File: config.mk
export PLATFORM = sky130hd
export DESIGN_NAME = pgm_regs
export DESIGN_NICKNAME = d
export VERILOG_FILES = /design/src/core/pgm_regs.v
export VERILOG_INCLUDE_DIRS = /design/src /design/src/core
export SDC_FILE = /design/constraint.sdc
export NUM_CORES = 1
export LEC_CHECK = 0
export BUFFER_PORTS_ARGS = -buffer_cell sky130_fd_sc_hd__buf_4
export CORE_AREA = 2 2 137 139
export DETAILED_ROUTE_END_ITERATION = 10
export DIE_AREA = 0 0 139 141
export PLACE_DENSITY = 0.95
export SYNTH_ARGS = -nofsm -noshare
export SYNTH_HDL_FRONTEND = slang
export SYNTH_SLANG_ARGS = --single-unit
File: constraint.sdc
create_clock -name clock -period 4 [get_ports clock]
set_input_delay 0.8 -clock clock [delete_from_list [all_inputs] [get_ports clock]]
set_output_delay 0.8 -clock clock [all_outputs]
set_load 0.005 [all_outputs]
File: src/core/pgm_defines.vh
// Register offsets, field positions, masks and fixed codes for the gating/map block
`ifndef PGM_DEFINES_VH
`define PGM_DEFINES_VH

// ----------------------------------------
// Register byte addresses
// ----------------------------------------
`define PGM_OFF_GATING     12'h000
`define PGM_OFF_MAP        12'h004
`define PGM_OFF_SIZE_INFO  12'h008
`define PGM_OFF_SEC_INFO   12'h00c
`define PGM_OFF_PROTECT    12'h010
`define PGM_OFF_STATUS     12'h014
`define PGM_OFF_DECODE     12'h018
`define PGM_OFF_FLASH_CMD  12'h01c

// ----------------------------------------
// Gating register fields
// ----------------------------------------
`define PGM_G_ADDR   0
`define PGM_G_CTL0   2
`define PGM_G_CTL1   3
`define PGM_G_CTL2   4
`define PGM_G_ALE    5
`define PGM_G_WRH    6
`define PGM_G_MASK   8'h7d

// ----------------------------------------
// Memory map register fields
// ----------------------------------------
`define PGM_M_F_SRAM  0
`define PGM_M_F_SEC   1
`define PGM_M_F_PRI   2
`define PGM_M_R_SEC   3
`define PGM_M_R_PRI   4
`define PGM_M_PERIPH  7
`define PGM_M_MASK    8'h9f
`define PGM_M_CFG     8'h1e

// ----------------------------------------
// Size identification codes
// ----------------------------------------
`define PGM_PRI_SIZE   4'h5
`define PGM_SRAM_SIZE  4'h3
`define PGM_SEC_SIZE   4'h2
`define PGM_SEC_TYPE   2'h0

// ----------------------------------------
// Flash command encodings and sector counts
// ----------------------------------------
`define PGM_CMD_PROG     3'h1
`define PGM_CMD_ERASE    3'h2
`define PGM_CMD_SUSPEND  3'h3
`define PGM_CMD_RESUME   3'h4
`define PGM_PRI_SECTORS  8
`define PGM_SEC_SECTORS  4
`define PGM_PROG_CYCLES  16'h0010
`define PGM_ERASE_CYCLES 16'h0400

`endif

File: src/core/pgm_regs.v
// Gating, memory map, size identification, sector select and ready/busy logic
//
// What this block does
// - Gating bit 0 set blocks the low eight address lines from the array.
// - Gating bits 4,3,2 disconnect control inputs 2,1,0 from the array.
// - Gating bit 5 disconnects the address latch enable from the array.
// - Gating bit 6 disconnects the high byte write input from the array.
// - Split mode takes address 3..0 from port F, 7..4 from bus lines.
// - Reset loads map bits 1..4 from configuration and clears bits 0 and 7.
// - Map bits 0..4 act only in split program/data bus mode.
// - Map bits 0,1,2 let fetch strobe reach SRAM, secondary, primary.
// - Map bits 3,4 let the read strobe reach secondary and primary.
// - Map bit 7 enables the port F peripheral mode.
// - Size info low nibble codes primary flash size.
// - Size info high nibble codes SRAM size.
// - Secondary info bits 3..0 code secondary memory size.
// - Secondary info bits 5..4 code memory type; bits 7..6 unused.
// - Primary flash has eight sectors, each with its own select.
// - Secondary flash has four sectors, each with its own select.
// - SRAM is one block with one select.
// - Each flash select is an OR of up to three product terms.
// - Each flash sector can be protected on its own.
// - Erase per sector, program per word, erase can suspend and resume.
// - Ready/busy output is low while any program or erase runs.
//
// Local design decisions: the APB slave port and the register addresses.
`timescale 1ns/1ps
`include "pgm_defines.vh"

module pgm_regs (
  // Clock and reset
  input  wire        clock,
  input  wire        nrst,
  // APB slave
  input  wire        psel,
  input  wire        penable,
  input  wire        pwrite,
  input  wire [11:0] paddr,
  input  wire [31:0] pwdata,
  output reg  [31:0] prdata,
  output reg         pready,
  output reg         pslverr,
  // Configuration
  input  wire        split_bus_mode,
  input  wire [7:0]  user_map_cfg,
  // Bus pins from the microcontroller
  input  wire [7:0]  bus_address,
  input  wire [3:0]  portf_low_address_pins,
  input  wire [3:0]  muxed_bus_upper_nibble,
  input  wire        bus_control_in_0,
  input  wire        bus_control_in_1,
  input  wire        bus_control_in_2,
  input  wire        address_latch_enable,
  input  wire        high_byte_write_or_byte_enable,
  input  wire        program_fetch_strobe_n,
  input  wire        data_read_strobe_n,
  // Gated array inputs
  output reg  [7:0]  array_address,
  output reg  [2:0]  array_control,
  output reg         array_ale,
  output reg         array_wrh,
  // Memory selects
  output reg  [7:0]  primary_sector_select,
  output reg  [3:0]  secondary_sector_select,
  output reg         sram_block_select,
  output reg         periph_mode_en,
  // Ready/busy
  output reg         ready_busy_pin
);

  // ----------------------------------------
  // Pin synchronisers
  // ----------------------------------------
  localparam NPIN = 23;
  wire [NPIN-1:0] pin_raw;
  reg  [NPIN-1:0] s1_q;
  reg  [NPIN-1:0] s2_q;
  reg  [NPIN-1:0] s3_q;
  reg  [NPIN-1:0] pin_q;

  assign pin_raw = {data_read_strobe_n, program_fetch_strobe_n,
                    high_byte_write_or_byte_enable, address_latch_enable,
                    bus_control_in_2, bus_control_in_1, bus_control_in_0,
                    muxed_bus_upper_nibble, portf_low_address_pins, bus_address};

  // Three stages; a level is accepted when stages two and three agree
  always @(posedge clock or negedge nrst) begin
    if (!nrst) begin
      s1_q  <= {NPIN{1'b0}};
      s2_q  <= {NPIN{1'b0}};
      s3_q  <= {NPIN{1'b0}};
      pin_q <= {NPIN{1'b1}};
    end else begin
      s1_q  <= pin_raw;
      s2_q  <= s1_q;
      s3_q  <= s2_q;
      pin_q <= (s2_q & s3_q) | (pin_q & (s2_q | s3_q));
    end
  end

  wire [7:0] a_bus   = pin_q[7:0];
  wire [3:0] a_pf    = pin_q[11:8];
  wire [3:0] a_mux   = pin_q[15:12];
  wire [2:0] ctl_s   = pin_q[18:16];
  wire       ale_s   = pin_q[19];
  wire       wrh_s   = pin_q[20];
  wire       fetch_n = pin_q[21];
  wire       read_n  = pin_q[22];

  // ----------------------------------------
  // Registers
  // ----------------------------------------
  reg  [7:0]  gating_q;
  reg  [7:0]  map_q;
  reg  [11:0] protect_q;
  reg  [31:0] decode_q;
  reg  [2:0]  busy_kind_q;
  reg  [15:0] busy_cnt_q;
  reg         suspended_q;
  reg  [3:0]  target_q;
  reg         cfg_loaded_q;

  localparam BS_IDLE  = 2'h0;
  localparam BS_PROG  = 2'h1;
  localparam BS_ERASE = 2'h2;
  localparam BS_SUSP  = 2'h3;
  reg [1:0] bstate_q;

  // APB strobes
  wire acc   = psel & penable;
  wire wr_en = acc & pwrite;
  wire sel_g = (paddr == `PGM_OFF_GATING);
  wire sel_m = (paddr == `PGM_OFF_MAP);
  wire sel_p = (paddr == `PGM_OFF_PROTECT);
  wire sel_d = (paddr == `PGM_OFF_DECODE);
  wire sel_c = (paddr == `PGM_OFF_FLASH_CMD);
  wire mapped = sel_g | sel_m | sel_p | sel_d | sel_c |
                (paddr == `PGM_OFF_SIZE_INFO) | (paddr == `PGM_OFF_SEC_INFO) |
                (paddr == `PGM_OFF_STATUS);

  // Flash target protected: primary sectors 0..7, secondary 8..11
  function prot_hit;
    input [11:0] prot;
    input [3:0]  tgt;
    begin
      prot_hit = (tgt < 4'hc) ? prot[tgt] : 1'b1;
    end
  endfunction

  // Up to three product terms per select from an 8-bit address
  function sel3;
    input [7:0] a;
    input [7:0] t0;
    input [7:0] t1;
    input [7:0] t2;
    input [2:0] en;
    begin
      sel3 = (en[0] & (a == t0)) | (en[1] & (a == t1)) | (en[2] & (a == t2));
    end
  endfunction

  // Register writes; configuration bits of the map load once after reset
  always @(posedge clock or negedge nrst) begin
    if (!nrst) begin
      gating_q     <= 8'h00;
      map_q        <= 8'h00;
      protect_q    <= 12'h000;
      decode_q     <= 32'h0000_0000;
      cfg_loaded_q <= 1'b0;
    end else begin
      if (!cfg_loaded_q) begin
        map_q        <= user_map_cfg & `PGM_M_CFG;
        cfg_loaded_q <= 1'b1;
      end else if (wr_en && sel_m) begin
        map_q <= pwdata[7:0] & `PGM_M_MASK;
      end
      if (wr_en && sel_g) begin
        gating_q <= pwdata[7:0] & `PGM_G_MASK;
      end
      if (wr_en && sel_p) begin
        protect_q <= pwdata[11:0];
      end
      if (wr_en && sel_d) begin
        decode_q <= pwdata;
      end
    end
  end

  // ----------------------------------------
  // Flash program/erase sequencer
  // ----------------------------------------
  wire       cmd_wr = wr_en & sel_c;
  wire [2:0] cmd    = pwdata[2:0];

  // sector erase, word program, suspend and resume
  always @(posedge clock or negedge nrst) begin
    if (!nrst) begin
      bstate_q    <= BS_IDLE;
      busy_cnt_q  <= 16'h0000;
      busy_kind_q <= 3'h0;
      suspended_q <= 1'b0;
      target_q    <= 4'h0;
    end else begin
      case (bstate_q)
        BS_IDLE: begin
          if (cmd_wr && !prot_hit(protect_q, pwdata[7:4]) &&
              (cmd == `PGM_CMD_PROG || cmd == `PGM_CMD_ERASE)) begin
            target_q    <= pwdata[7:4];
            busy_kind_q <= cmd;
            busy_cnt_q  <= (cmd == `PGM_CMD_PROG) ? `PGM_PROG_CYCLES : `PGM_ERASE_CYCLES;
            bstate_q    <= (cmd == `PGM_CMD_PROG) ? BS_PROG : BS_ERASE;
          end
        end
        BS_PROG: begin
          if (busy_cnt_q == 16'h0001) begin
            bstate_q <= BS_IDLE;
          end
          busy_cnt_q <= busy_cnt_q - 16'h0001;
        end
        BS_ERASE: begin
          if (cmd_wr && cmd == `PGM_CMD_SUSPEND) begin
            bstate_q    <= BS_SUSP;
            suspended_q <= 1'b1;
          end else begin
            if (busy_cnt_q == 16'h0001) begin
              bstate_q <= BS_IDLE;
            end
            busy_cnt_q <= busy_cnt_q - 16'h0001;
          end
        end
        BS_SUSP: begin
          if (cmd_wr && cmd == `PGM_CMD_RESUME) begin
            bstate_q    <= BS_ERASE;
            suspended_q <= 1'b0;
          end
        end
        default: begin
          bstate_q <= BS_IDLE;
        end
      endcase
    end
  end

  wire busy = (bstate_q == BS_PROG) | (bstate_q == BS_ERASE);

  // ----------------------------------------
  // APB read and answer
  // ----------------------------------------
  reg [31:0] rd_d;
  always @* begin
    rd_d = 32'h0000_0000;
    case (paddr)
      `PGM_OFF_GATING:    rd_d = {24'h0, gating_q};
      `PGM_OFF_MAP:       rd_d = {24'h0, map_q};
      `PGM_OFF_SIZE_INFO: rd_d = {24'h0, `PGM_SRAM_SIZE, `PGM_PRI_SIZE};
      `PGM_OFF_SEC_INFO:  rd_d = {24'h0, 2'b00, `PGM_SEC_TYPE, `PGM_SEC_SIZE};
      `PGM_OFF_PROTECT:   rd_d = {20'h0, protect_q};
      `PGM_OFF_STATUS:    rd_d = {24'h0, target_q, suspended_q, 1'b0, bstate_q};
      `PGM_OFF_DECODE:    rd_d = decode_q;
      default:            rd_d = 32'h0000_0000;
    endcase
  end

  // Zero wait states; unmapped addresses answer with an error
  always @(posedge clock or negedge nrst) begin
    if (!nrst) begin
      prdata  <= 32'h0000_0000;
      pready  <= 1'b0;
      pslverr <= 1'b0;
    end else begin
      pready  <= psel & ~penable;
      pslverr <= psel & ~penable & ~mapped;
      prdata  <= (psel & ~penable & ~pwrite) ? rd_d : 32'h0000_0000;
    end
  end

  // ----------------------------------------
  // Array input gating and memory decode
  // ----------------------------------------
  // split mode address source
  wire [7:0] addr_src = split_bus_mode ? {a_mux, a_pf} : a_bus;
  wire       fetch    = ~fetch_n;
  wire       rd       = ~read_n;
  wire       strobe_ok_p;
  wire       strobe_ok_s;
  wire       strobe_ok_r;

  assign strobe_ok_p = ~split_bus_mode | (fetch & map_q[`PGM_M_F_PRI]) |
                       (rd & map_q[`PGM_M_R_PRI]);
  assign strobe_ok_s = ~split_bus_mode | (fetch & map_q[`PGM_M_F_SEC]) |
                       (rd & map_q[`PGM_M_R_SEC]);
  assign strobe_ok_r = ~split_bus_mode | (fetch & map_q[`PGM_M_F_SRAM]) | rd;

  integer i;
  reg [7:0] pri_d;
  reg [3:0] sec_d;
  // primary selects from two product terms each, secondary selects from one
  always @* begin
    pri_d = 8'h00;
    sec_d = 4'h0;
    for (i = 0; i < `PGM_PRI_SECTORS; i = i + 1) begin
      pri_d[i] = strobe_ok_p & sel3(addr_src, decode_q[7:0],
                 decode_q[7:0] + i[7:0], decode_q[15:8] + i[7:0], 3'b110);
    end
    for (i = 0; i < `PGM_SEC_SECTORS; i = i + 1) begin
      sec_d[i] = strobe_ok_s & sel3(addr_src, decode_q[23:16] + i[7:0],
                 decode_q[23:16] + i[7:0], decode_q[23:16] + i[7:0], 3'b001);
    end
  end

  always @(posedge clock or negedge nrst) begin
    if (!nrst) begin
      array_address           <= 8'h00;
      array_control           <= 3'h0;
      array_ale               <= 1'b0;
      array_wrh               <= 1'b0;
      primary_sector_select   <= 8'h00;
      secondary_sector_select <= 4'h0;
      sram_block_select       <= 1'b0;
      periph_mode_en          <= 1'b0;
      ready_busy_pin          <= 1'b1;
    end else begin
      array_address <= gating_q[`PGM_G_ADDR] ? 8'h00 : addr_src;
      array_control <= ctl_s & ~gating_q[`PGM_G_CTL2:`PGM_G_CTL0];
      array_ale     <= ale_s & ~gating_q[`PGM_G_ALE];
      array_wrh     <= wrh_s & ~gating_q[`PGM_G_WRH];
      primary_sector_select   <= pri_d;
      secondary_sector_select <= sec_d;
      sram_block_select <= strobe_ok_r & (addr_src == decode_q[31:24]);
      periph_mode_en    <= map_q[`PGM_M_PERIPH];
      ready_busy_pin    <= ~busy;
    end
  end

endmodule

==> results.json <==
{
  "p_per_area_mw_per_mm2": 469.3,
  "swShare": 0.2872,
  "cp.required_ns": 4.36,
  "drv_cap": 0,
  "synthCells": 1014,
  "reg2reg_from": "bstate_q[1]",
  "total_power_w": 0.006287,
  "final_cell_area_mm2": 0.01340,
  "grtUsageTotal": 0.2874,
  "crit_type": "in2reg",
  "cts_tree": "yes",
  "synth_area_mm2": 0.01131,
  "fmax_mhz": 349.9,
  "core_mm2": 0.01827,
  "status": "finished clean",
  "synth_area_leaders": "dfrtp_1 46%, mux2_2 6.1%, dfstp_2 5.6%",
  "grt_pass1_vias": 8533,
  "start_kind": "input port",
  "postCtsSetupRepairBufs": 0,
  "slew-limit-headroom": 0.2775,
  "gp_congestion": 0.9875,
  "cts_made_buffers": 24,
  "vias_per_cell": 6.228,
  "grt_max_degree": 112,
  "clock-sinks": 234,
  "synthesis.yosys.warnings": 0,
  "final_common_cell": "dfrtp_1",
  "drive_gt1_frac": 0.2532,
  "clock_latency_ns": 0.52,
  "vias": 8663,
  "initialDrtViolationCount": 948,
  "avgSynthCellArea_um2": 11.15,
  "crit_start": "paddr[7]",
  "die_w_um": 139,
  "fin_crit_sh": 0.7144,
  "io_pins": 143,
  "ys.flop_type": "dfrtp_1",
  "gr-total-overflow": 0,
  "holdBufCountCts": 0,
  "io_buffers": 138,
  "fillers": 1226,
  "dp_hpwl_mm": 19.50,
  "syn_nets": 1124,
  "hp-class": "in2async",
  "p_seq_frac": 0.429,
  "area_growth_syn_to_layout_pct": 18.44,
  "ir_drop_uv": 600.0,
  "htreeDepth": 1,
  "crit_arrival_ns": 3.22,
  "rows": 50,
  "postRouteAntennaNets": 0,
  "synth_top_cell_by_area": "dfrtp_1",
  "cts-root-buf": "clkbuf_16",
  "worstMarginPinSlew_ns": 1.076,
  "cp-end-kind": "flop",
  "die_h_um": 141,
  "dp_cells": 1347,
  "drt-total-wl_mm": 28.22,
  "synth_edf_count": 0,
  "internal_power_w": 0.004481,
  "start_util": 0.6191,
  "fin_worst_skew_ns": 0.009968,
  "clkTransAtPathRegs_ns": 0.06,
  "n_antenna_cell": 0,
  "period_minus_slack_ns": 2.858,
  "setup_tns_ns": 0,
  "yosysTopAreaCellShare": 0.4647,
  "regArea_mm2": 0.005886,
  "cp_max_fo": 15,
  "dieArea_mm2": 0.01960,
  "synth.distinct_cells": 73,
  "rsz0062_at_grt": "false",
  "first_pass_iters": 6,
  "finalSetupViolCount": 0,
  "p_clk_frac": 0.374,
  "hold_viol_final": 0,
  "nNetsFinal": 1249,
  "netSwitchingPower_w": 0.001806,
  "comb_power_share": 0.196,
  "synthArstFlopShare": 1.000,
  "multi_input_area_mm2": 0.005104,
  "slew_violations": 0,
  "mostFrequentLayoutCells": "210 x dfrtp_1, 153 x buf_4, 70 x nor2_1, 61 x mux2_2, 61 x xnor2_1",
  "wl_per_cell_um": 20.29,
  "grt_antenna_before_repair": 0,
  "drc": 0,
  "power.leakage_nw": 6.044,
  "seq_area_frac_synth": 0.5204,
  "grt_pass1_wl_mm": 45.17,
  "clk_path_buf_depth": 3,
  "post_dp_cell_area_mm2": 0.01255,
  "synth-seq-cells": 234,
  "ctsResizeCount": 0,
  "layoutNonFillerInstCount": 1391
}
[worst max-delay path: stages]
cell	delay, ns
buf_4	0.11
nor4_1	0.34
nand3_1	0.36
nor4_1	0.68
or2_2	0.23
or2_1	0.47
o221ai_1	0.22
[per-layer routing]
layer	global-route usage	wire length (um)	share of wire	up-vias
met5	0	0	0	-
met4	0.09569	861	0.031	0
met3	0.05333	2295	0.081	76
met2	0.4644	13550	0.48	453
met1	0.3988	11520	0.41	4240
li1	-	-	-	3894
[state kept, by name, indices dropped and copies added, names as in the netlist, 2 cells and up]
register,count
map_q,6
s2_q,23
busy_cnt_q,16
s1_q,23
bstate_q,2
array_control,3
secondary_sector_select,4
primary_sector_select,8
target_q,4
array_address,8
protect_q,12
s3_q,23
prdata,32
decode_q,32
gating_q,6
pin_q,23
[synthesized netlist by cell type (19+ instances only)]
cell      instances
a21oi_1          41
and3_1           30
clkbuf_1         41
dfrtp_1         210
dfstp_2          24
ha_1             29
inv_1            22
maj3_1           23
mux2_2           61
mux2i_1          19
nand2_1          58
nand3_1          29
nor2_1           70
nor3_1           29
o21ai_0          34
xnor2_1          61
[worst paths after layout]
check | cells after the start | to | slack [ns]
setup / recovery | 7 | busy_cnt_q[14] | 1.14
hold / removal | 1 | s1_q[15] | 0.34
setup reg to reg | 5 | busy_cnt_q[7] | 1.38
hold reg to reg | 0 | s2_q[12] | 0.34
max in group asynchronous | 2 | pin_q[20] | 2.74
min in group clock | 0 | s2_q[12] | 0.34
[logic make-up after synthesis]
| kind of cell | Yosys count | share of synthesized area |
|---|---|---|
| muxes | 87 | 0.08994 |
| buffers and inverters | 78 | 0.02865 |
| DFF | 234 | 0.5204 |
| AOI/OAI and AO/OA | 175 | 0.1029 |
| and+or+nand+nor | 309 | 0.1418 |
| other | 1 | 0.0003316 |
| adders and majority gates | 52 | 0.05244 |
| xor gates and xnor gates | 78 | 0.06350 |
[per-stage QoR]
step	utilization	setup slack, ns	hold slack (ns)
floorplan	-	1.273	0.3312
global placement	0.6869	0.7145	0.3321
detailed placement	0.6869	0.5982	0.3347
CTS	0.7333	1.169	0.3480
global route	0.7333	0.9520	0.3505
finish	0.7333	1.142	0.3375
[area by class of cell]
cell class,instances,share of cell area
clock buffer,31,0.04988
multi-input combinational,702,0.3810
timing repair buffer,155,0.08836
clock inverter,13,0.01336
sequential,234,0.4394
inverter,22,0.006165
tap,234,0.02186
[power by group through the flow]
stage | combinational (W) | sequential (W) | clock (W)
2_1_floorplan | 0.000841 | 0.00269 | 0
3_3_place_gp | 0.00115 | 0.00272 | 0
3_5_place_dp | 0.00120 | 0.00273 | 0
4_1_cts | 0.00121 | 0.00269 | 0.00238
5_1_grt | 0.00136 | 0.00272 | 0.00248
6_report | 0.00123 | 0.00270 | 0.00235
(Power assumes the default switching activity.)
